$ cat src/rtl/uart_status_map.vh
`ifndef UART_STATUS_MAP_VH
`define UART_STATUS_MAP_VH

// Register byte offsets, one aligned word each
`define OFS_LINE_STATUS    8'h00
`define OFS_MODEM_STATUS   8'h04
`define OFS_SCRATCH_PAD    8'h08
`define OFS_DIVISOR_LOW    8'h0C
`define OFS_DIVISOR_HIGH   8'h10
`define OFS_DIVISOR_FRAC   8'h14
`define OFS_DEVICE_ID      8'h18
`define OFS_DEVICE_REV     8'h1C
`define OFS_TRIGGER_LEVEL  8'h20
`define OFS_FIFO_COUNT     8'h24

// Line status fields
`define LS_BREAK           4
`define LS_HOLD_EMPTY      5
`define LS_TX_IDLE         6
`define LS_FIFO_ERR        7

// Feature control fields
`define FEAT_SWAP          6
`define FEAT_SEL           7

// Enhanced mode select fields
`define EM_IRQ_IMM         6
`define EM_SAMPLE16        7

// Enhanced feature field
`define EF_ENABLE          4

// Interrupt enable field
`define IE_MODEM           3

// Reset values
`define RST_SCRATCH        8'hFF
`define RST_MODE           8'h80
`define RST_DIVISOR        8'h00
`define RST_TRIGGER        8'h00

`endif

$ cat src/rtl/uart_status_enhanced_regs.v
// Overview of operation
// - Break after full low frame, one push
// - No FIFO: empty on transfer, clear on write
// - FIFO mode: empty while transmit FIFO empty
// - Transmitter idle when holding and shift empty
// - FIFO error while any stored byte errored
// - Low modem bits flag input changes
// - Change flag plus enable raises modem interrupt
// - Ring flag only on ring_n rising edge
// - Loopback mirrors modem control into status
// - Scratch pad resets to all ones
// - Swap on: scratch writes go to mode
// - Swap on: scratch reads return FIFO level
// - Mode bits choose level counter source
// - Alternate mode reads receive first, then alternate
// - Four-bit code selects flow hysteresis
// - Error interrupt at holding or at FIFO
// - Sampling bit: 0 eight, 1 sixteen
// - Divisor is integer plus fraction/16
// - Fraction accessible only with enhanced enable
// - Read-only identification and revision bytes
// - Select bit routes trigger and count
// - Enhanced mode bits writable whenever swap is on, enable or not
`timescale 1ns/1ps
`include "uart_status_map.vh"

module uart_status_enhanced_regs #(
	parameter [7:0] DEVICE_ID  = 8'h5C, // Arbitrary value
	parameter [7:0] DEVICE_REV = 8'h03  // Arbitrary value
) (
	// Clock and reset
	input  wire        clk_i,
	input  wire        rst_i,
	// Wishbone slave
	input  wire        wb_cyc_i,
	input  wire        wb_stb_i,
	input  wire        wb_we_i,
	input  wire [7:0]  wb_adr_i,
	input  wire [3:0]  wb_sel_i,
	input  wire [31:0] wb_dat_i,
	output reg  [31:0] wb_dat_o,
	output reg         wb_ack_o,
	// Receive line and timing
	input  wire        rxd_i,
	input  wire        baud_tick_i,
	input  wire [3:0]  frame_bits_i,
	output reg         break_push_o,
	// Transmit path state
	input  wire        fifo_mode_i,
	input  wire        hold_write_i,
	input  wire        hold_to_shift_i,
	input  wire        shift_empty_i,
	input  wire [7:0]  tx_fifo_count_i,
	input  wire [7:0]  rx_fifo_count_i,
	// Receive FIFO error tracking
	input  wire        rx_push_i,
	input  wire        rx_push_err_i,
	input  wire        rx_pop_i,
	input  wire        rx_pop_err_i,
	input  wire        rx_hold_err_i,
	// Modem and control inputs
	input  wire [3:0]  modem_n_i,
	input  wire [3:0]  modem_control_i,
	input  wire        loopback_i,
	input  wire [7:0]  interrupt_enable_i,
	input  wire [7:0]  feature_control_i,
	input  wire [7:0]  enhanced_feature_i,
	// Outputs to the channel
	output wire        modem_irq_o,
	output wire        err_irq_o,
	output reg  [5:0]  hysteresis_o,
	output reg         sample16_o,
	output reg  [19:0] divisor_o,
	output reg  [7:0]  rx_trigger_o,
	output reg  [7:0]  tx_trigger_o
);

////////////////////////////////////////////////////////////////////////////////
// Hysteresis lookup

function [5:0] hyst_lut;
	input [3:0] code;
	begin
		case (code)
			4'h0: hyst_lut = 6'd0;
			4'h1: hyst_lut = 6'd4;
			4'h2: hyst_lut = 6'd6;
			4'h3: hyst_lut = 6'd8;
			4'h4: hyst_lut = 6'd8;
			4'h5: hyst_lut = 6'd16;
			4'h6: hyst_lut = 6'd24;
			4'h7: hyst_lut = 6'd32;
			4'h8: hyst_lut = 6'd40;
			4'h9: hyst_lut = 6'd44;
			4'hA: hyst_lut = 6'd48;
			4'hB: hyst_lut = 6'd52;
			4'hC: hyst_lut = 6'd12;
			4'hD: hyst_lut = 6'd20;
			4'hE: hyst_lut = 6'd28;
			default: hyst_lut = 6'd36;
		endcase
	end
endfunction

////////////////////////////////////////////////////////////////////////////////
// Bus decode

reg         ack_q;
reg  [7:0]  scratch_q;
reg  [7:0]  mode_q;
reg  [7:0]  div_lo_q;
reg  [7:0]  div_hi_q;
reg  [7:0]  div_frac_q;
reg         alt_tx_q;
reg         break_q;
reg         hold_empty_q;
reg  [8:0]  err_cnt_q;
reg  [3:0]  delta_q;
reg  [3:0]  stat_q;
reg  [3:0]  mod_s1_q;
reg  [3:0]  mod_s2_q;
reg         rx_s1_q;
reg         rx_s2_q;
reg  [3:0]  low_cnt_q;
reg         brk_armed_q;

wire        req     = wb_cyc_i & wb_stb_i & ~ack_q;
wire        wr      = req & wb_we_i & wb_sel_i[0];
wire        rd      = req & ~wb_we_i;
wire [7:0]  wdat    = wb_dat_i[7:0];
wire        swap    = feature_control_i[`FEAT_SWAP];
wire        sel_tx  = feature_control_i[`FEAT_SEL];
wire        enh_en  = enhanced_feature_i[`EF_ENABLE];
wire        div_zero = (div_lo_q == `RST_DIVISOR) && (div_hi_q == `RST_DIVISOR);

wire        rd_ls   = rd && (wb_adr_i == `OFS_LINE_STATUS);
wire        rd_ms   = rd && (wb_adr_i == `OFS_MODEM_STATUS);
wire        rd_sp   = rd && (wb_adr_i == `OFS_SCRATCH_PAD);
wire        wr_sp   = wr && (wb_adr_i == `OFS_SCRATCH_PAD);

always @(posedge clk_i) begin
	if (rst_i) begin
		ack_q <= 1'b0;
	end else begin
		ack_q <= req;
	end
end

always @* begin
	wb_ack_o = ack_q;
end

////////////////////////////////////////////////////////////////////////////////
// Line status

wire        hold_empty = fifo_mode_i ? (tx_fifo_count_i == 8'h00) : hold_empty_q;
wire        tx_idle    = hold_empty & shift_empty_i;
wire        fifo_err   = (err_cnt_q != 9'd0);
wire [7:0]  line_status = {fifo_err, tx_idle, hold_empty, break_q, 4'h0};

always @(posedge clk_i) begin
	if (rst_i) begin
		rx_s1_q <= 1'b1;
		rx_s2_q <= 1'b1;
	end else begin
		rx_s1_q <= rxd_i;
		rx_s2_q <= rx_s1_q;
	end
end

// Break detect: count low bit times, one push per break
always @(posedge clk_i) begin
	if (rst_i) begin
		low_cnt_q    <= 4'h0;
		brk_armed_q  <= 1'b1;
		break_q      <= 1'b0;
		break_push_o <= 1'b0;
	end else begin
		break_push_o <= 1'b0;
		if (rx_s2_q) begin
			low_cnt_q   <= 4'h0;
			brk_armed_q <= 1'b1;
		end else if (baud_tick_i && brk_armed_q) begin
			if (low_cnt_q + 4'h1 >= frame_bits_i) begin
				brk_armed_q  <= 1'b0;
				break_push_o <= 1'b1;
			end else begin
				low_cnt_q <= low_cnt_q + 4'h1;
			end
		end
		if (baud_tick_i && brk_armed_q && !rx_s2_q
			&& (low_cnt_q + 4'h1 >= frame_bits_i)) begin
			break_q <= 1'b1;
		end else if (rd_ls) begin
			break_q <= 1'b0;
		end
	end
end

// Holding register empty without FIFOs, set wins over clear
always @(posedge clk_i) begin
	if (rst_i) begin
		hold_empty_q <= 1'b1;
	end else if (hold_to_shift_i) begin
		hold_empty_q <= 1'b1;
	end else if (hold_write_i) begin
		hold_empty_q <= 1'b0;
	end
end

// Count of errored bytes held in the receive FIFO
always @(posedge clk_i) begin
	if (rst_i) begin
		err_cnt_q <= 9'd0;
	end else begin
		case ({rx_push_i & rx_push_err_i, rx_pop_i & rx_pop_err_i})
			2'b10:   err_cnt_q <= err_cnt_q + 9'd1;
			2'b01:   err_cnt_q <= err_cnt_q - 9'd1;
			default: err_cnt_q <= err_cnt_q;
		endcase
	end
end

assign err_irq_o = mode_q[`EM_IRQ_IMM] ? fifo_err : rx_hold_err_i;

////////////////////////////////////////////////////////////////////////////////
// Modem status

// Status bits: 0 cts, 1 dsr, 2 ri, 3 cd, active high
wire [3:0]  stat_d = loopback_i ?
	{modem_control_i[3], modem_control_i[2], modem_control_i[0], modem_control_i[1]}
	: ~mod_s2_q;
wire [3:0]  change;
assign change[0] = stat_d[0] ^ stat_q[0];
assign change[1] = stat_d[1] ^ stat_q[1];
assign change[2] = stat_q[2] & ~stat_d[2];
assign change[3] = stat_d[3] ^ stat_q[3];
wire [7:0]  modem_status = {stat_q, delta_q};

always @(posedge clk_i) begin
	if (rst_i) begin
		mod_s1_q <= 4'hF;
		mod_s2_q <= 4'hF;
		stat_q   <= 4'h0;
		delta_q  <= 4'h0;
	end else begin
		mod_s1_q <= modem_n_i;
		mod_s2_q <= mod_s1_q;
		stat_q   <= stat_d;
		delta_q  <= (rd_ms ? 4'h0 : delta_q) | change;
	end
end

assign modem_irq_o = (|delta_q) & interrupt_enable_i[`IE_MODEM];

////////////////////////////////////////////////////////////////////////////////
// Scratch, mode select and level readout

wire        alt_mode = (mode_q[1:0] == 2'b11);
reg  [7:0]  fifo_level;

always @* begin
	if (!mode_q[0]) begin
		fifo_level = rx_fifo_count_i;
	end else if (!mode_q[1]) begin
		fifo_level = tx_fifo_count_i;
	end else begin
		fifo_level = alt_tx_q ? tx_fifo_count_i : rx_fifo_count_i;
	end
end

always @(posedge clk_i) begin
	if (rst_i) begin
		scratch_q <= `RST_SCRATCH;
		mode_q    <= `RST_MODE;
		alt_tx_q  <= 1'b0;
	end else begin
		if (wr_sp && swap) begin
			mode_q   <= wdat;
			alt_tx_q <= 1'b0;
		end else if (wr_sp) begin
			scratch_q <= wdat;
		end else if (rd_sp && swap && alt_mode) begin
			alt_tx_q <= ~alt_tx_q;
		end
	end
end

always @* begin
	hysteresis_o = hyst_lut({mode_q[5:4], feature_control_i[1:0]});
	sample16_o   = mode_q[`EM_SAMPLE16];
end

////////////////////////////////////////////////////////////////////////////////
// Divisor and trigger registers

always @(posedge clk_i) begin
	if (rst_i) begin
		div_lo_q     <= `RST_DIVISOR;
		div_hi_q     <= `RST_DIVISOR;
		div_frac_q   <= `RST_DIVISOR;
		rx_trigger_o <= `RST_TRIGGER;
		tx_trigger_o <= `RST_TRIGGER;
	end else if (wr) begin
		case (wb_adr_i)
			`OFS_DIVISOR_LOW:  div_lo_q <= wdat;
			`OFS_DIVISOR_HIGH: div_hi_q <= wdat;
			`OFS_DIVISOR_FRAC: begin
				if (enh_en) begin
					div_frac_q <= wdat;
				end
			end
			`OFS_TRIGGER_LEVEL: begin
				if (sel_tx) begin
					tx_trigger_o <= wdat;
				end else begin
					rx_trigger_o <= wdat;
				end
			end
			default: div_lo_q <= div_lo_q;
		endcase
	end
end

always @(posedge clk_i) begin
	if (rst_i) begin
		divisor_o <= 20'h00000;
	end else begin
		divisor_o <= {div_hi_q, div_lo_q, div_frac_q[3:0]};
	end
end

////////////////////////////////////////////////////////////////////////////////
// Read data

reg  [7:0]  rd_mux;

always @* begin
	case (wb_adr_i)
		`OFS_LINE_STATUS:   rd_mux = line_status;
		`OFS_MODEM_STATUS:  rd_mux = modem_status;
		`OFS_SCRATCH_PAD:   rd_mux = swap ? fifo_level : scratch_q;
		`OFS_DIVISOR_LOW:   rd_mux = div_lo_q;
		`OFS_DIVISOR_HIGH:  rd_mux = div_hi_q;
		`OFS_DIVISOR_FRAC:  rd_mux = enh_en ? div_frac_q : 8'h00;
		`OFS_DEVICE_ID:     rd_mux = div_zero ? DEVICE_ID : 8'h00;
		`OFS_DEVICE_REV:    rd_mux = div_zero ? DEVICE_REV : 8'h00;
		`OFS_FIFO_COUNT:    rd_mux = sel_tx ? tx_fifo_count_i : rx_fifo_count_i;
		default:            rd_mux = 8'h00;
	endcase
end

always @(posedge clk_i) begin
	if (rst_i) begin
		wb_dat_o <= 32'h00000000;
	end else if (rd) begin
		wb_dat_o <= {24'h000000, rd_mux};
	end
end

endmodule

$ cat config.mk
export PLATFORM = sky130hd
export DESIGN_NAME = uart_status_enhanced_regs
export DESIGN_NICKNAME = d
export VERILOG_FILES = /design/src/rtl/uart_status_enhanced_regs.v
export VERILOG_INCLUDE_DIRS = /design/src /design/src/rtl
export SDC_FILE = /design/constraint.sdc
export NUM_CORES = 1
export LEC_CHECK = 0
export ABC_CLOCK_PERIOD_IN_PS = 6600
export BUFFER_PORTS_ARGS = -buffer_cell sky130_fd_sc_hd__buf_4
export CELL_PAD_IN_SITES_DETAIL_PLACEMENT = 1
export CELL_PAD_IN_SITES_GLOBAL_PLACEMENT = 2
export CORE_ASPECT_RATIO = 1.4
export CORE_MARGIN = 5
export CORE_UTILIZATION = 32
export DETAILED_ROUTE_END_ITERATION = 12
export PLACE_DENSITY = 0.87
export SETUP_SLACK_MARGIN = 0.15
export SLEW_MARGIN = 20
export SYNTH_ARGS = -nofsm -noshare
export SYNTH_HDL_FRONTEND = slang
export SYNTH_SLANG_ARGS = --single-unit
$ cat constraint.sdc
create_clock -name clk_i -period 6.6 [get_ports clk_i]
set_input_delay 0.66 -clock clk_i [delete_from_list [all_inputs] [get_ports clk_i]]
set_output_delay 0.66 -clock clk_i [all_outputs]
set_load 0.01 [all_outputs]
# [After elaboration in Yosys (flattened, before gate mapping)]
# Memories as Yosys holds them, arrays and structs flattened.
# Cells that the tools add are included.
[classes] order_cmp=1 n_div=0 mul=0 add_sub_neg=3 muxes=17 eq_ne=12 shifts=0 n_reduce_logical=33 bitwise_logic=24
[ops] cell="$pmux 8 s9" n=1
[ops] cell="$mux 8" n=6
[ops] cell="$eq 8x5->1 const B" n=4
[ops] cell="$logic_not 8->1" n=4
[ops] cell="$pmux 9 s2" n=1
[ops] cell="$eq 8x4->1 const B" n=2
[ops] cell="$eq 8x6->1 const B" n=2
[ops] cell="$reduce_and 2->1" n=6
[ops] cell="$logic_and 1x1->1" n=11
[ops] cell="$and 1x1->1" n=10
[ops] cell="$add 9x1->9 const B" n=1
[ops] cell="$not 1->1" n=9
[ops] cell="$reduce_and 3->1" n=3
[ops] cell="$reduce_bool 9->1" n=1
[ops] cell="$sub 9x1->9 const B" n=1
[ops] cell="$eq 8x3->1 const B" n=1
[ops] cell="$mux 4" n=2
[ops] cell="$mux 7" n=1
[ops] cell="$reduce_or 2->1" n=3
[ops] cell="$mux 1" n=5
[ops] cell="$add 4x1->4 const B" n=1
[ops] cell="$eq 2x2->1 const B" n=2
[ops] cell="$ge 4x4->1" n=1
[ops] cell="$not 4->4" n=1
[ops] cell="8 further kinds" n=11
[word_totals] out_inout_bits=79 ram_bits=0 latchBits=0 n_memories=1 romBits=80 in_bits=113 ff_bits=121 elab_cells=114
[memory_table] memory="(no name shown)" depth=16 width=5 rd=1 rd_ports_with_merged_regs=0 write_ports=0 line="uart_status_enhanced_regs.v:84" rtl="case (code)"

# [Depth between registers and ports, before layout]
[depth] ltp_word=8 mapped_depth=12 ltp_nobuf=10

# [Worst setup path after synthesis]
# Ideal clock, no wire load.
[synth_timing] path_type="input to register" startpoint="in rx_pop_i" endpoint="reg err_cnt_q[8]" path_stages=12 t_arrival_ps=3175 setup_time_ps=123 slack_ps=3302 required_ps=6477 path_buffers=2 cell_sequence="and2_1 ha_1 clkbuf_1 buf_1 xor2_1 ha_1 or3_1 a21oi_1 or3_1 a31oi_1 o31a_1 mux2_1"
[synth_via] elab_chain_len=3 word_cells_on_any_way=5 classes_between="2 x eq/ne; 1 x mux; 1 x bitwise; 1 x reduce/logical"
[synth_rtl] item="from (decl)" line="uart_status_enhanced_regs.v:58" rtl="input wire rx_pop_i,"
[synth_rtl] item="$and 1x1->1 (*)" line="uart_status_enhanced_regs.v:216" rtl="case ({rx_push_i & rx_push_err_i, rx_pop_i & rx_pop_err_i})"
[synth_rtl] item="$eq 2x1->1 / $eq 2x2->1 (equally long branches)" line="uart_status_enhanced_regs.v:216"
[synth_rtl] item="$pmux 9 s2 / $reduce_bool 2->1 (equally long branches)"
[synth_rtl] item="to (signal assigned)" line="uart_status_enhanced_regs.v:217" rtl="2'b10: err_cnt_q <= err_cnt_q + 9'd1;"
[synth_rtl] item="to (signal assigned)" line="uart_status_enhanced_regs.v:218" rtl="2'b01: err_cnt_q <= err_cnt_q - 9'd1;"
[synth_rtl] item="to (signal assigned)" line="uart_status_enhanced_regs.v:219" rtl="default: err_cnt_q <= err_cnt_q;"
[synth_rtl] item="to (decl)" line="uart_status_enhanced_regs.v:117" rtl="reg [8:0] err_cnt_q;"
# Mark *: on every way between the ends. The rest lies on a longest branch, timed or not.
# A chain may end at the register's enable or synchronous reset.

# [Worst setup path after layout]
# Same ends and word-level chain as after synthesis.

==> metrics.txt <==
status completed; post-CTS sizing 0; DRT iter0 DRCs about 230; most frequent cells in the layout buf_4, dfxtp_1, nor2_1; final instance area 7410 sq um; Root Buffer Master clkbuf_16; fmax 314 MHz; min Tclk post-route 3.19 ns; Crit-path slowest cell ha_1; CP bufs+invs 1; Initial Utilization 32.4%; post-synth top area cell dfxtp_1; ant diodes 0; gpl congestion 0.847; EDFF count, synth 0; final wirelength slightly below 20000 um; routed vias 5190; fin util approximately 41%; Area after DPL 6770 sq um; ys async rst share 0%; first-pass GRT wire length 30300 um; clock tree from TritonCTS yes; Mapped Avg Cell Area between 8 and 9 sq um; Cell Rows 58; leading cell type in the layout, fill and taps excluded buf_4; Setup Viol. Count Final 0; met2 wire length 10300 um; Post-CTS Setup Inserts 0; GRT overflow 0; Hold Buf Count CTS 0; core footprint 17900 sq um; largest net degree at the start of global routing 95; final hold viol count 0; Die Y 169 um; Slew Limit Fails 0; clock-pin slew on the worst setup and hold paths 0.05 ns; Setup crit start rx_pop_i; worst path cell trace buf_4 > and2_1 > ha_1 > xor2_1 > ha_1 > or3_1 > a21oi_1 > or3_1 > a31oi_1 > o31a_1 > mux2_1; Worst Skew 0.00939 ns; worst hold start mod_s1_q[3]; Critical Path End Type flip-flop; area share of the largest cell type after synthesis about two fifths; met3 WL 942 um; Tightest Pin Transition ~0.97 ns; slew margin rel. 35.2%; VDD IR-drop max 0.163 mV; cts bufs inserted 17; WL per Instance 19.1 um; Mapped Area 5810 sq um; Synth Register Bits 119; Yosys cell types 70; vias per cell slightly above 5; total track usage around a fifth; Fillers around 2100; prevailing post-synth register cell dfxtp_1; instance count of the mapped netlist 655; Worst R2R Start wb_ack_o; unrepaired setup endpoints after global routing no; worst min path class flip-flop to flip-flop; Top Layer Used met4; initial antenna violation count 0; crit-path leading delay family adder cells; die footprint 21000 sq um; Setup TNS Final 0 ns; clock sink total 119; CP startpoint kind primary input; sequential share of the synthesized area 41.0%; area growth from synthesis to layout 27.6%; CP max stage delay 0.69 ns; share of layout cells above drive strength 1 around 24%; CP Data Required Time 6.89 ns; number of port buffers 121; Tcrit/Tclk final 48.3%; M1 WL 7420 um; CP Max Fanout 22; drt first pass iters 4; H-tree depth 4; Arr. time, crit path between 3 and 4 ns; ANT nets after route 0; Setup CP Type primary input to flip-flop; static leakage 3.35 nW; Clock Latency Late Sink 0.41 ns; Synth Warn # 0; DRC 0; Die W 124 um; Cell Pwr Density about 260 nW/um^2; HPWL after DPL between 10000 and 15000 um; max-cap check violation count 0; top cells by area, synth dfxtp_1, mux2i_1, nor2_1; nets@finish 880; IO Count approximately 190; vias in the first global route between 5000 and 6000; Clock Tree Buf Depth 2
logic make-up after synthesis:
| group | synth area share [%] |
|---|---|
| simple gates | 21.9 |
| flops | 41.0 |
| compound gates | 12.9 |
| buf+inv | 6.94 |
| mux | 12.7 |
| xor+xnor | 2.11 |
| fa+ha+maj | 2.37 |
| other cells | 0.0646 |
registers in the layout, indices dropped and copies added (netlist names), 4 cells and up:
register	flops
rx_trigger_o	8
low_cnt_q	4
divisor_o	20
wb_dat_o	8
div_frac_q	8
scratch_q	8
stat_q	4
mode_q	6
div_lo_q	8
delta_q	4
mod_s1_q	4
err_cnt_q	9
mod_s2_q	4
div_hi_q	8
tx_trigger_o	8
synth_stat cells, drive strengths merged (5+ instances only):
library cell,count
dfxtp,119
nor2,91
mux2i,69
nand2,43
buf,35
a21oi,29
clkbuf,29
nor2b,24
nand3,21
o21ai,19
nor3,18
inv,15
a221oi,14
or2,13
ha,11
nor4,9
xnor2,9
a211oi,7
or3,6
a31oi,5
nand4,5
xor2,5
final cells by class:
class | count | area, sq um | area share [%]
Sequential cell | 119 | 2380 | 32.2
Clock inverter | 11 | 170 | 2.30
Timing Repair Buffer | 122 | 916 | 12.4
Inverter | 16 | 60.1 | 0.811
Tap cell | 240 | 300 | 4.05
Multi-Input combinational cell | 480 | 3110 | 42.0
Clock buffer | 20 | 467 | 6.30
final timing paths:
path,endpoint,cells after the start,slack [ns]
setup / recovery,err_cnt_q[8],11,3.41
hold / removal,mod_s2_q[3],1,0.41
hold reg to reg,mod_s2_q[3],1,0.41
setup reg to reg,rx_trigger_o[5],6,4.04
report_power, final:
part           internal (W)  total (W)  switching [W]
Sequential         0.000732   0.000750      0.0000180
Clock              0.000661    0.00100       0.000341
Combinational     0.0000728   0.000178       0.000105
metrics by stage:
step                      hold slack, ns  setup slack [ns]  total power (W)  std cells
after global routing               0.416              3.22          0.00200       1008
final                              0.411              3.41          0.00193       1008
after global placement             0.397              3.15         0.000932        977
after detailed placement           0.399              3.01         0.000942        977
after floorplan                    0.389              3.30         0.000872        679
after CTS                          0.412              3.43          0.00195       1008
layer usage:
metal	up-vias	GRT usage [%]
li1	2447	-
met1	2567	20.2
met2	145	34.4
met3	31	4.40
met4	0	7.57
met5	-	0
Power figures use the tool's default switching activity.
